**config.mk**
```make
export PLATFORM = sky130hd
export DESIGN_NAME = adc_clock_out_and_gpio
export DESIGN_NICKNAME = d
export VERILOG_FILES = /design/src/design/adc_pin_pkg.sv /design/src/design/adc_clock_out_and_gpio.sv /design/src/design/rate_divider.sv
export VERILOG_INCLUDE_DIRS = /design/src /design/src/design
export SDC_FILE = /design/constraint.sdc
export NUM_CORES = 1
export LEC_CHECK = 0
export BUFFER_PORTS_ARGS = -buffer_cell sky130_fd_sc_hd__buf_2
export CAP_MARGIN = 10
export CORE_MARGIN = 4
export CORE_UTILIZATION = 53
export DETAILED_ROUTE_END_ITERATION = 8
export PLACE_DENSITY = 0.88
export SLEW_MARGIN = 20
export SYNTH_ARGS = -nofsm -noshare
export SYNTH_HDL_FRONTEND = slang
export SYNTH_SLANG_ARGS = --single-unit
```
**constraint.sdc**
```tcl
create_clock -name ref_clk -period 2.9 [get_ports ref_clk]
set_clock_uncertainty 0.15 [all_clocks]
set_input_delay 0.145 -clock ref_clk [delete_from_list [all_inputs] [get_ports ref_clk]]
set_output_delay 0.145 -clock ref_clk [all_outputs]
set_load 0.01 [all_outputs]
```
**src/design/adc_pin_consts.svh**
```systemverilog
/*
 * Constants for the clock output and general-purpose pin block:
 * clock select codes, reset values, direction codes and divider counts.
 * Assumes it is included once per file by its bare name.
 */
`ifndef ADC_PIN_CONSTS_SVH
`define ADC_PIN_CONSTS_SVH

// ****************************************************
// Clock select field codes
// ****************************************************
`define CKSEL_OFF     2'h0
`define CKSEL_FULL    2'h1
`define CKSEL_HALF    2'h2
`define CKSEL_QUARTER 2'h3
`define CKSEL_RST     2'h1

// ****************************************************
// Pin direction and value defaults
// ****************************************************
`define DIR_INPUT     1'h1
`define DIR_OUTPUT    1'h0
`define DIR_RST       2'h3
`define VAL_RST       2'h0
`define SYNC_RST      2'h0

// ****************************************************
// Divider counts
// ****************************************************
`define DIV_CNT_RST   8'h00
`define DIV_CNT_STEP  8'h01
`define DIV_PHASE_END 2'h3
`define DIV_FRAME_END 8'hFF

`endif

```
**src/design/adc_pin_pkg.sv**
```systemverilog
/*
 * Types for the clock output and general-purpose pin block.
 * Assumes adc_pin_consts.svh is on the include path.
 */
`include "adc_pin_consts.svh"
package adc_pin_pkg;

    // Applied clock output mode, one-hot
    typedef enum logic [3:0] {
        CK_OFF     = 4'h1,
        CK_FULL    = 4'h2,
        CK_HALF    = 4'h4,
        CK_QUARTER = 4'h8
    } ck_mode_t;

    // Main block state
    typedef struct packed {
        logic [1:0] sel_ff;      // Clock select field
        ck_mode_t   mode_ff;     // Mode applied on the pin
        logic [1:0] dir_ff;      // Direction bits, 1 = input
        logic [1:0] val_ff;      // Written output levels
        logic [1:0] sync1_ff;    // First synchroniser stage
        logic [1:0] sync2_ff;    // Second stage, read value
    } pin_state_t;

    // Divider state
    typedef struct packed {
        logic [7:0] cnt_ff;      // Free running count
        logic       mod_tick_ff; // Quarter rate pulse
        logic       frm_tick_ff; // 1/256 rate pulse
    } div_state_t;

    // Field code to one-hot mode
    function automatic ck_mode_t sel_to_mode(input logic [1:0] sel);
        case (sel)
            `CKSEL_OFF:  sel_to_mode = CK_OFF;
            `CKSEL_FULL: sel_to_mode = CK_FULL;
            `CKSEL_HALF: sel_to_mode = CK_HALF;
            default:     sel_to_mode = CK_QUARTER;
        endcase
    endfunction

endpackage

```
**src/design/adc_clock_out_and_gpio.sv**
```systemverilog
/*
 * Clock output and two general-purpose pins of the converter.
 * Pin zero carries the master clock, full or divided, or a general pin; pin one
 * is a general pin. Assumes the pad resolves level from out and oe,
 * and that ref_clk is the master clock supplied from outside.
 */
`timescale 1ns/1ps
`include "adc_pin_consts.svh"
module adc_clock_out_and_gpio (
    // Master clock and hard reset
    input  wire logic       ref_clk,
    input  wire logic       rstn,
    // Other reset means, leaves clock select alone
    input  wire logic       soft_reset,
    // Power modes
    input  wire logic       standby,
    input  wire logic       power_down,
    // Clock select field write
    input  wire logic       clk_sel_wr,
    input  wire logic [1:0] clk_sel_wdata,
    // Direction bits write, 1 = input
    input  wire logic       dir_wr,
    input  wire logic [1:0] dir_wdata,
    // Value bits write
    input  wire logic       value_wr,
    input  wire logic [1:0] value_wdata,
    // Readback
    output logic [1:0]      clk_sel,
    output logic [1:0]      pin_dir,
    output logic [1:0]      pin_value_bits,
    // Rate pulses for internal timing
    output logic            mod_rate_tick,
    output logic            filter_rate_tick,
    // Pin zero
    input  wire logic       pin_zero_in,
    output logic            pin_zero_out,
    output logic            pin_zero_oe,
    // Pin one
    input  wire logic       pin_one_in,
    output logic            pin_one_out,
    output logic            pin_one_oe
);

    adc_pin_pkg::pin_state_t st;   // Registered state
    adc_pin_pkg::pin_state_t nxt;  // Next state
    logic half_clk;                // Master clock / 2
    logic quarter_clk;             // Master clock / 4
    logic phase_end;               // Divider at end of quarter period
    logic clk_src;                 // Selected clock level
    logic clk_on;                  // Clock function owns pin zero

    // ****************************************************
    // Divider
    // ****************************************************
    // Runs on the supplied master clock only
    rate_divider u_div (
        .ref_clk     (ref_clk),
        .rstn        (rstn),
        .half_clk    (half_clk),
        .quarter_clk (quarter_clk),
        .phase_end   (phase_end),
        .mod_tick    (mod_rate_tick),
        .frame_tick  (filter_rate_tick)
    );

    // ****************************************************
    // Next state
    // ****************************************************
    // Standby and power-down are not looked at: pins stay live
    always_comb begin
        nxt = st;
        // Pad sampling through two flops
        nxt.sync1_ff = {pin_one_in, pin_zero_in};
        nxt.sync2_ff = st.sync1_ff;
        // Soft reset restores pins but not clock select
        if (soft_reset) begin
            nxt.dir_ff = `DIR_RST;
            nxt.val_ff = `VAL_RST;
        end else begin
            // Independent direction bits
            if (dir_wr) begin
                nxt.dir_ff = dir_wdata;
            end
            // Written levels
            if (value_wr) begin
                nxt.val_ff = value_wdata;
            end
        end
        // Select field, hard reset only
        if (clk_sel_wr) begin
            nxt.sel_ff = clk_sel_wdata;
        end
        // New mode lands at divider phase end, no runt pulse except when leaving full rate on the ref_clk rising edge
        if (phase_end) begin
            nxt.mode_ff = adc_pin_pkg::sel_to_mode(st.sel_ff);
        end
    end

    // ****************************************************
    // State register
    // ****************************************************
    always_ff @(posedge ref_clk or negedge rstn) begin
        if (!rstn) begin
            st.sel_ff   <= `CKSEL_RST;
            st.mode_ff  <= adc_pin_pkg::CK_FULL;
            st.dir_ff   <= `DIR_RST;
            st.val_ff   <= `VAL_RST;
            st.sync1_ff <= `SYNC_RST;
            st.sync2_ff <= `SYNC_RST;
        end else begin
            st <= nxt;
        end
    end

    // ****************************************************
    // Clock source
    // ****************************************************
    // Full rate passes the master clock itself
    always_comb begin
        case (st.mode_ff)
            adc_pin_pkg::CK_FULL:    clk_src = ref_clk;
            adc_pin_pkg::CK_HALF:    clk_src = half_clk;
            adc_pin_pkg::CK_QUARTER: clk_src = quarter_clk;
            default:                 clk_src = 1'h0;
        endcase
    end

    assign clk_on = (st.mode_ff != adc_pin_pkg::CK_OFF);

    // ****************************************************
    // Pin drive
    // ****************************************************
    // Clock function overrides pin zero settings
    assign pin_zero_out = clk_on ? clk_src : st.val_ff[0];
    assign pin_zero_oe  = clk_on | (st.dir_ff[0] == `DIR_OUTPUT);
    assign pin_one_out  = st.val_ff[1];
    assign pin_one_oe   = (st.dir_ff[1] == `DIR_OUTPUT);

    // Readback
    assign clk_sel        = st.sel_ff;
    assign pin_dir        = st.dir_ff;
    assign pin_value_bits = st.sync2_ff;
endmodule

```
**src/design/rate_divider.sv**
```systemverilog
/*
 * Free running divider on the master clock: half and quarter rate
 * levels, a phase end flag and one-cycle rate pulses.
 * Assumes ref_clk is the master clock and rstn the hard reset.
 */
`timescale 1ns/1ps
`include "adc_pin_consts.svh"
module rate_divider (
    // Clock and reset
    input  wire logic ref_clk,
    input  wire logic rstn,
    // Divided outputs
    output logic      half_clk,
    output logic      quarter_clk,
    output logic      phase_end,
    output logic      mod_tick,
    output logic      frame_tick
);

    adc_pin_pkg::div_state_t st;   // Registered state
    adc_pin_pkg::div_state_t nxt;  // Next state

    // ****************************************************
    // Next state
    // ****************************************************
    // Counts every edge, never stopped by standby
    always_comb begin
        nxt = st;
        nxt.cnt_ff = st.cnt_ff + `DIV_CNT_STEP;
        nxt.mod_tick_ff = (st.cnt_ff[1:0] == `DIV_PHASE_END);
        nxt.frm_tick_ff = (st.cnt_ff == `DIV_FRAME_END);
    end

    // ****************************************************
    // State register
    // ****************************************************
    always_ff @(posedge ref_clk or negedge rstn) begin
        if (!rstn) begin
            st.cnt_ff      <= `DIV_CNT_RST;
            st.mod_tick_ff <= 1'h0;
            st.frm_tick_ff <= 1'h0;
        end else begin
            st <= nxt;
        end
    end

    // Outputs straight from flops, phase_end decoded from the count
    assign half_clk    = st.cnt_ff[0];
    assign quarter_clk = st.cnt_ff[1];
    assign phase_end   = (st.cnt_ff[1:0] == `DIV_PHASE_END);
    assign mod_tick    = st.mod_tick_ff;
    assign frame_tick  = st.frm_tick_ff;

endmodule
```
# Word level (Yosys, flattened, before mapping)
# Index checks and enable logic that the tools add are counted.
[totals]
out_inout_bits = 12
ff_bits = 24
[classes]
addsub = 1
n_mux = 6
n_eq_ne = 8
n_bitwise = 3
n_reduce_logical = 3
[op_table]
columns = ["op", "n"]
rows = [
  ["case mux 4 bit (3 select lines)", 1],
  ["adder 8 x 1 -> 8 bit (second input constant)", 1],
  ["== test 8 bit (second input constant)", 1],
  ["== test 2 bit (second input constant)", 2],
  ["== test 4 x 2 -> 1 bit (second input constant)", 1],
  ["== test 4 x 3 -> 1 bit (second input constant)", 1],
  ["== test 4 bit (second input constant)", 1],
  ["2-to-1 mux 2 bit", 2],
  ["2-to-1 mux 4 bit", 1],
  ["inequality test 4 x 1 -> 1 bit (second input constant)", 1],
  ["nonzero test 2 bit", 2],
  ["case mux 1 bit (3 select lines)", 1],
  ["== test 2 x 1 -> 1 bit (second input constant)", 1],
  ["logical NOT 2 bit", 1],
  ["NOT 1 bit", 2],
  ["2-to-1 mux 1 bit", 1],
  ["bitwise OR 1 bit", 1],
]

# Depth between registers and ports, before layout
# Gate-level depths: netlist of the first run.
[logic_depth]
word_depth = 3
ltp_mapped = 4
ltp_nobuf = 3

# By module
# Synthesis of the first run repeated with hierarchy kept, for this count alone.
[unflattened]
cells_unflattened = 78
hier_area_um2 = 975.9
[by_module_without_submodules]
columns = ["module", "instances", "area_per_inst_um2", "cells_each"]
rows = [
  ["adc_clock_out_and_gpio", 1, 601.8, 50],
  ["rate_divider", 1, 374.1, 28],
]

==> impl_metrics.csv, run 1 <==
group,metric,value,unit
run_status,status,"complete, no violations",
global_routing,antenna_found_initial,0,
synthesis,synth-edff-count,0,
clock_tree,ctsResizeCount,0,
synthesis,synth_area_leaders,"dfrtp_1 51%, dfstp_2 11%, buf_4 4.6%",
final_layout,syn_to_final_growth,29.8,%
routing,routedWlPerCell,12.3,um
clock_tree,path_clk_slew,110,ps
worst_setup_path,crit_buf_inv,3,
placed_design,place_hpwl,1170,um
synthesis,synth_top_area_share,51.1,%
job,cap_viol_max_count,0,
synthesis,ys_ff_latch,24,
floorplanning,ios,28,
power,switching_share,23.1,%
placed_design,pre_cts_slack,807,ps
worst_setup_path,worstSetupEndpointType,"output pin",
worst_hold_path,hold_path.class,"in2async",
routing,via_per_inst,5.04,
routing,vias,706,
floorplanning,die_x,51.0,um
global_routing,gr-total-overflow,0,
worst_setup_path,critPathMaxFanout,2,
routing,drt-total-wl,1730,um
worst_setup_path,start_kind,"clock port",
routing,drc,0,
worst_setup_path,critPathKind,"clk2out",
power,p_sw,0.147,mW
sta,final.setup.tns,0,ps
floorplanning,die_y,51.0,um
worst_setup_path,cp_common_cell,"clkbuf_4",
routing,postRouteAntennaNets,0,
routing,drtIter0Drc,8,
power,power_frac_seq,57.2,%
sta,whs,68.6,ps
synthesis,synth.avg_cell_area,12.7,um^2
power,p_comb_share,10.6,%
worst_setup_path,crit_required,2610,ps
synthesis,async_flop_share,100,%
synthesis,ys_types,25,
final_layout,antennaDiodeCount,0,
worst_setup_path,cp_slowest_stage_delay,150,ps
synthesis,synth_warnings,0,
placed_design,post_dp_cell_area,0.00109,mm^2
synthesis,yosysTopAreaCell,"dfrtp_1",
sta,finalHoldViolCount,0,
power,p_leak,0.615,nW
floorplanning,row_count,15,
final_layout,multi_input_area,302,um^2
global_routing,grt_pass1_vias,745,
worst_setup_path,arrival,2060,ps
power,finalPower,0.637,mW
final_layout,seq_area,606,um^2
power,p_int,0.490,mW
clock_tree,cts_tree,"yes",
synthesis,synth_flop_cell,"dfrtp_1",
sta,slew_headroom,66.7,%
global_routing,grt_pass1_wl,2910,um
sta,tightest_slew,499,ps
synthesis,synth_most_common_cell,"dfrtp_1",
power,powerDensity,501,mW/mm^2
sta,setup_slack,545,ps
floorplanning,initial_utilization,56.1,%
power,clkPwrFrac,32.2,%
sta,setup_viol,0,
floorplanning,core,0.00175,mm^2
synthesis,syn_area,980,um^2
clock_tree,clk_latency,410,ps
final_layout,num-fill-cells,125,
placed_design,gp_congestion,0.710,
synthesis,yosys-top-cells-count,"20 x dfrtp_1, 6 x buf_4, 6 x inv_1",
worst_setup_path,cp_cell_sequence,"clkbuf_4, clkbuf_4, a22oi_1, o31ai_1, buf_2",
routing,dr.pass1.iters,3,
synthesis,syn_nets,94,
global_routing,grt_max_degree,25,
sta,drv_slew,0,
synthesis,syn_inst,77,
worst_setup_path,crit_family,"buffers and inverters",
final_layout,drive_above_1_share,36.5,%
sta,rsz0062_at_grt,"no",
global_routing,grt_usage,15.8,%
worst_setup_path,cp_slowest_cell,"buf_2",
placed_design,io_buffers,25,
floorplanning,die-area,0.00260,mm^2
final_layout,layout.nets,134,
power,vdd_ir_drop_max,0.300,mV
final_layout,stdcell_area,0.00127,mm^2
synthesis,synth-seq-area-share,61.8,%
==> sequential cells by signal (all words and copies together) (netlist names) <==
| signal | count |
|---|---|
| u_div.frame_tick | 1 |
| pin_value_bits | 2 |
| clk_sel | 2 |
| pin_dir | 2 |
| pin_one_out | 1 |
| u_div.st | 6 |
| u_div.half_clk | 1 |
| u_div.mod_tick | 1 |
| u_div.quarter_clk | 1 |
| nxt | 2 |
| st | 5 |
==> path summary, 6_finish.rpt <==
check,startpoint,to,slack (ps),depth (start not counted)
min reg2reg,nxt[1]$_DFF_PN0_,pin_value_bits[1]$_DFF_PN0_,220,0
max in group asynchronous,rstn,clk_sel[0]$_DFFE_PN1P_,2170,2
max reg2reg,pin_dir[1]$_DFFE_PN1P_,pin_dir[1]$_DFFE_PN1P_,1370,3
max,ref_clk,pin_zero_out,540,5
min,rstn,u_div.frame_tick$_DFF_PN0_,70,2
min in group ref_clk,pin_one_in,nxt[1]$_DFF_PN0_,210,2
==> cells in the final DEF, fill, tap and decap left out, drive strengths merged <==
cell type,netlist,layout
xnor2,5,5
nand4,1,1
o211ai,1,1
o21ai,3,3
inv,6,6
mux2i,3,3
nor4b,2,2
nor2,3,3
and3,1,1
a22oi,1,1
mux2,3,3
dlygate4sd3,0,14
nand3b,2,2
buf,7,25
nand2,4,4
clkbuf,0,6
dfrtp,20,20
dfstp,4,4
and3b,1,1
ha,1,1
nand3,4,4
xor2,1,1
a31oi,1,1
and4,2,2
o31ai,1,1
==> power by group through the flow <==
stage	combinational [mW]	sequential, mW	clock, mW
floorplan	0.0314	0.368	0.00513
global placement	0.0492	0.370	0.00771
detailed placement	0.0509	0.371	0.00771
CTS	0.0684	0.365	0.214
global route	0.0750	0.367	0.234
finish	0.0676	0.365	0.205
==> cell families (layout without fill, tap and decap cells) <==
logic type      Yosys count  after routing  synth area share (%)
compound gates            7              7                  4.47
fa+ha+maj                 1              1                  1.28
simple gates             20             20                  13.2
flops                    24             24                  61.8
xor+xnor                  6              6                  5.36
buf+inv                  13             51                  7.41
mux                       6              6                  6.51
==> final cells by class <==
class	instances	share of cell area [%]
flip-flops and latches	24	47.6
multi-input cells	40	23.7
repair buffers	38	20.5
well taps	25	2.46
inverters	6	1.77
clock buffers	7	3.94
==> metrics by stage <==
| stage | utilization, % | cells |
|---|---|---|
| 6_report | 72.8 | 140 |
| 3_3_place_gp | 62.2 | 120 |
| 5_1_grt | 72.8 | 140 |
| 4_1_cts | 72.8 | 140 |
| 3_5_place_dp | 62.2 | 120 |
| 2_1_floorplan | - | 77 |
==> metal layers <==
metal / global-route usage [%] / part of all wire [%] / up-vias / wire length (um)
met5: 0 / 0 / - / 0
met4: 11.2 / 2.5 / 0 / 44
met3: 6.71 / 8.7 / 8 / 150
met2: 25.8 / 50 / 27 / 857
met1: 16.2 / 39 / 338 / 675
li1: - / - / 333 / -
==> timing repair <==
item / in CTS / in global routing
setup buffers: 0 / 0
hold buffers: 14 / 0
hold endpoints to repair: 32 / 0
(Power assumes the default switching activity.)
==> run 2: changes to the inputs <==
CORE_UTILIZATION = 44   (was 53)
PLACE_DENSITY = 0.79   (was 0.88)
clock period = 2 ns   (was 2.9 ns; I/O delays follow)
==> run 2 against run 1 <==
Effect of this change:
- first-iteration DRC count decreased by 88%
- register-to-register slack lost 940 ps
- clock power up 63%
- largest cell class unchanged
- via count shrank 3.5%
- routed wire length rose by 3.8%
- global-route usage is 0.79 points lower
- worst hold slack worse by 39 ps
- cell area is 3.0% higher
- power up 52%
- core utilization down 8.7 points
==> impl_metrics.csv, run 2 (synthesis results as in run 1) <==
group,metric,value,unit
final_layout,largest_reg_flops,6,
routing,vias,681,
worst_setup_path,critPathMaxFanout,2,
job,cap_viol_max_count,0,
global_routing,grt_pass1_vias,741,
global_routing,met1_usage,15.3,%
sta,final.setup.tns,0,ps
sta,setup_viol,0,
placed_design,gp_congestion,0.693,
power,finalPower,0.971,mW
power,p_leak,0.628,nW
worst_setup_path,worstSetupEndpointType,"output pin",
global_routing,antenna_found_initial,0,
global_routing,grt_pass1_wl,2970,um
global_routing,grt_usage,15.0,%
final_layout,syn_to_final_growth,33.6,%
worst_setup_path,critPathKind,"clk2out",
power,vdd_ir_drop_max,0.461,mV
final_layout,reg_top3,"u_div.st (6), st (5)",
worst_setup_path,crit_required,1750,ps
worst_setup_path,rr_worst_depth,2,
floorplanning,row_count,16,
floorplanning,die_x,55.2,um
worst_setup_path,r2r_slack,430,ps
clock_tree,path_clk_slew,120,ps
sta,rsz0062_at_grt,"no",
final_layout,antennaDiodeCount,0,
floorplanning,core,0.00204,mm^2
routing,drt-total-wl,1790,um
global_routing,grt-busiest-layer,"met2",
routing,postRouteAntennaNets,0,
worst_setup_path,cp_common_cell,"clkbuf_4",
worst_setup_path,timing.rr.end,"st[8]$_DFFE_PN0P_",
global_routing,met2_usage,22.6,%
worst_setup_path,cp_slowest_stage_delay,190,ps
final_layout,final_cell_mix,"25 x buf_2, 20 x dfrtp_1, 14 x dlygate4sd3_1, 6 x inv_1, 6 x clkbuf_4",
clock_tree,clk_latency,410,ps
floorplanning,die-area,0.00305,mm^2
routing,drtIter0Drc,1,
worst_hold_path,hold_path.class,"in2async",
floorplanning,die_y,55.2,um
sta,tightest_slew,511,ps
floorplanning,initial_utilization,48.0,%
worst_setup_path,cp_cell_sequence,"clkbuf_4, clkbuf_4, a22oi_1, o31ai_1, buf_2",
global_routing,use_met3,6.17,%
worst_setup_path,arrival,1680,ps
floorplanning,ios,28,
sta,finalHoldViolCount,0,
worst_setup_path,timing.rr.start,"u_div.half_clk$_DFF_PN0_",
worst_setup_path,cp_slowest_cell,"a22oi_1",
global_routing,grt_max_degree,25,
placed_design,io_buffers,25,
worst_setup_path,start_kind,"clock port",
sta,drv_slew,0,
final_layout,regMostFlops,"u_div.st",
worst_setup_path,crit_buf_inv,3,
run_status,status,"complete, no violations",
final_layout,layout.nets,134,
clock_tree,cts_tree,"yes",
final_layout,drive_above_1_share,38.8,%
power,powerDensity,742,mW/mm^2
routing,dr.pass1.iters,4,
routing,routedWlPerCell,12.5,um
final_layout,mostFrequentLayoutCell,"buf_2",
sta,slew_headroom,66.0,%
routing,via_per_inst,4.76,
worst_setup_path,crit_family,"buffers and inverters",
routing,drc,0,
placed_design,place_hpwl,1100,um
global_routing,gr-total-overflow,0,
[run 2: per-layer routing]
| metal | up-vias | wire length (um) |
|---|---|---|
| met5 | - | 0 |
| met4 | 0 | 53 |
| met3 | 5 | 141 |
| met2 | 25 | 851 |
| met1 | 315 | 747 |
| li1 | 336 | - |
[run 2: repair_timing]
item	4_1_cts	5_1_grt
endpoints found under the setup margin	1	1
hold endpoints to repair	32	0
resized for setup	1	2
cloned	0	0
hold buffers	14	0
setup buffers	0	0
[run 2: stage by stage]
step | instance area, um^2 | hold WS (ps) | std cells | setup WS [ps] | utilization, %
2_1_floorplan | 980 | -346 | 77 | 489 | -
3_3_place_gp | 1090 | -57.5 | 122 | 402 | 53.3
3_5_place_dp | 1090 | -52.6 | 122 | 402 | 53.3
4_1_cts | 1290 | 33.5 | 143 | 27.0 | 63.4
5_1_grt | 1310 | 38.9 | 143 | 15.5 | 64.1
6_report | 1310 | 30.1 | 143 | 72.4 | 64.1
[run 2: worst max path at each step]
stage,startpoint,to,depth (start not counted)
3_3_place_gp,ref_clk,pin_zero_out,3
2_1_floorplan,ref_clk,pin_zero_out,2
3_5_place_dp,ref_clk,pin_zero_out,3
4_1_cts,st[9]$_DFFE_PN1P_,pin_zero_out,4
6_report,ref_clk,pin_zero_out,5
5_1_grt,st[11]$_DFFE_PN0P_,pin_zero_out,4
[run 2: area by class of cell]
type / count / area, um^2
fillers: 157 / 733
flip-flops and latches: 24 / 606
multi-input cells: 40 / 323
repair buffers: 38 / 260
clock buffers: 8 / 63.8
well taps: 27 / 33.8
inverters: 6 / 22.5
[run 2: report_power, final]
group          switching (mW)  internal, mW  total (mW)
Clock                   0.152         0.183       0.335
Combinational          0.0413        0.0604       0.102
Sequential             0.0227         0.511       0.534
[run 2: worst reg2reg max path, cell delays in order, from the launching register on]
cell and delay [ps]:
dfrtp_1 470, ha_1 470, mux2_2 380
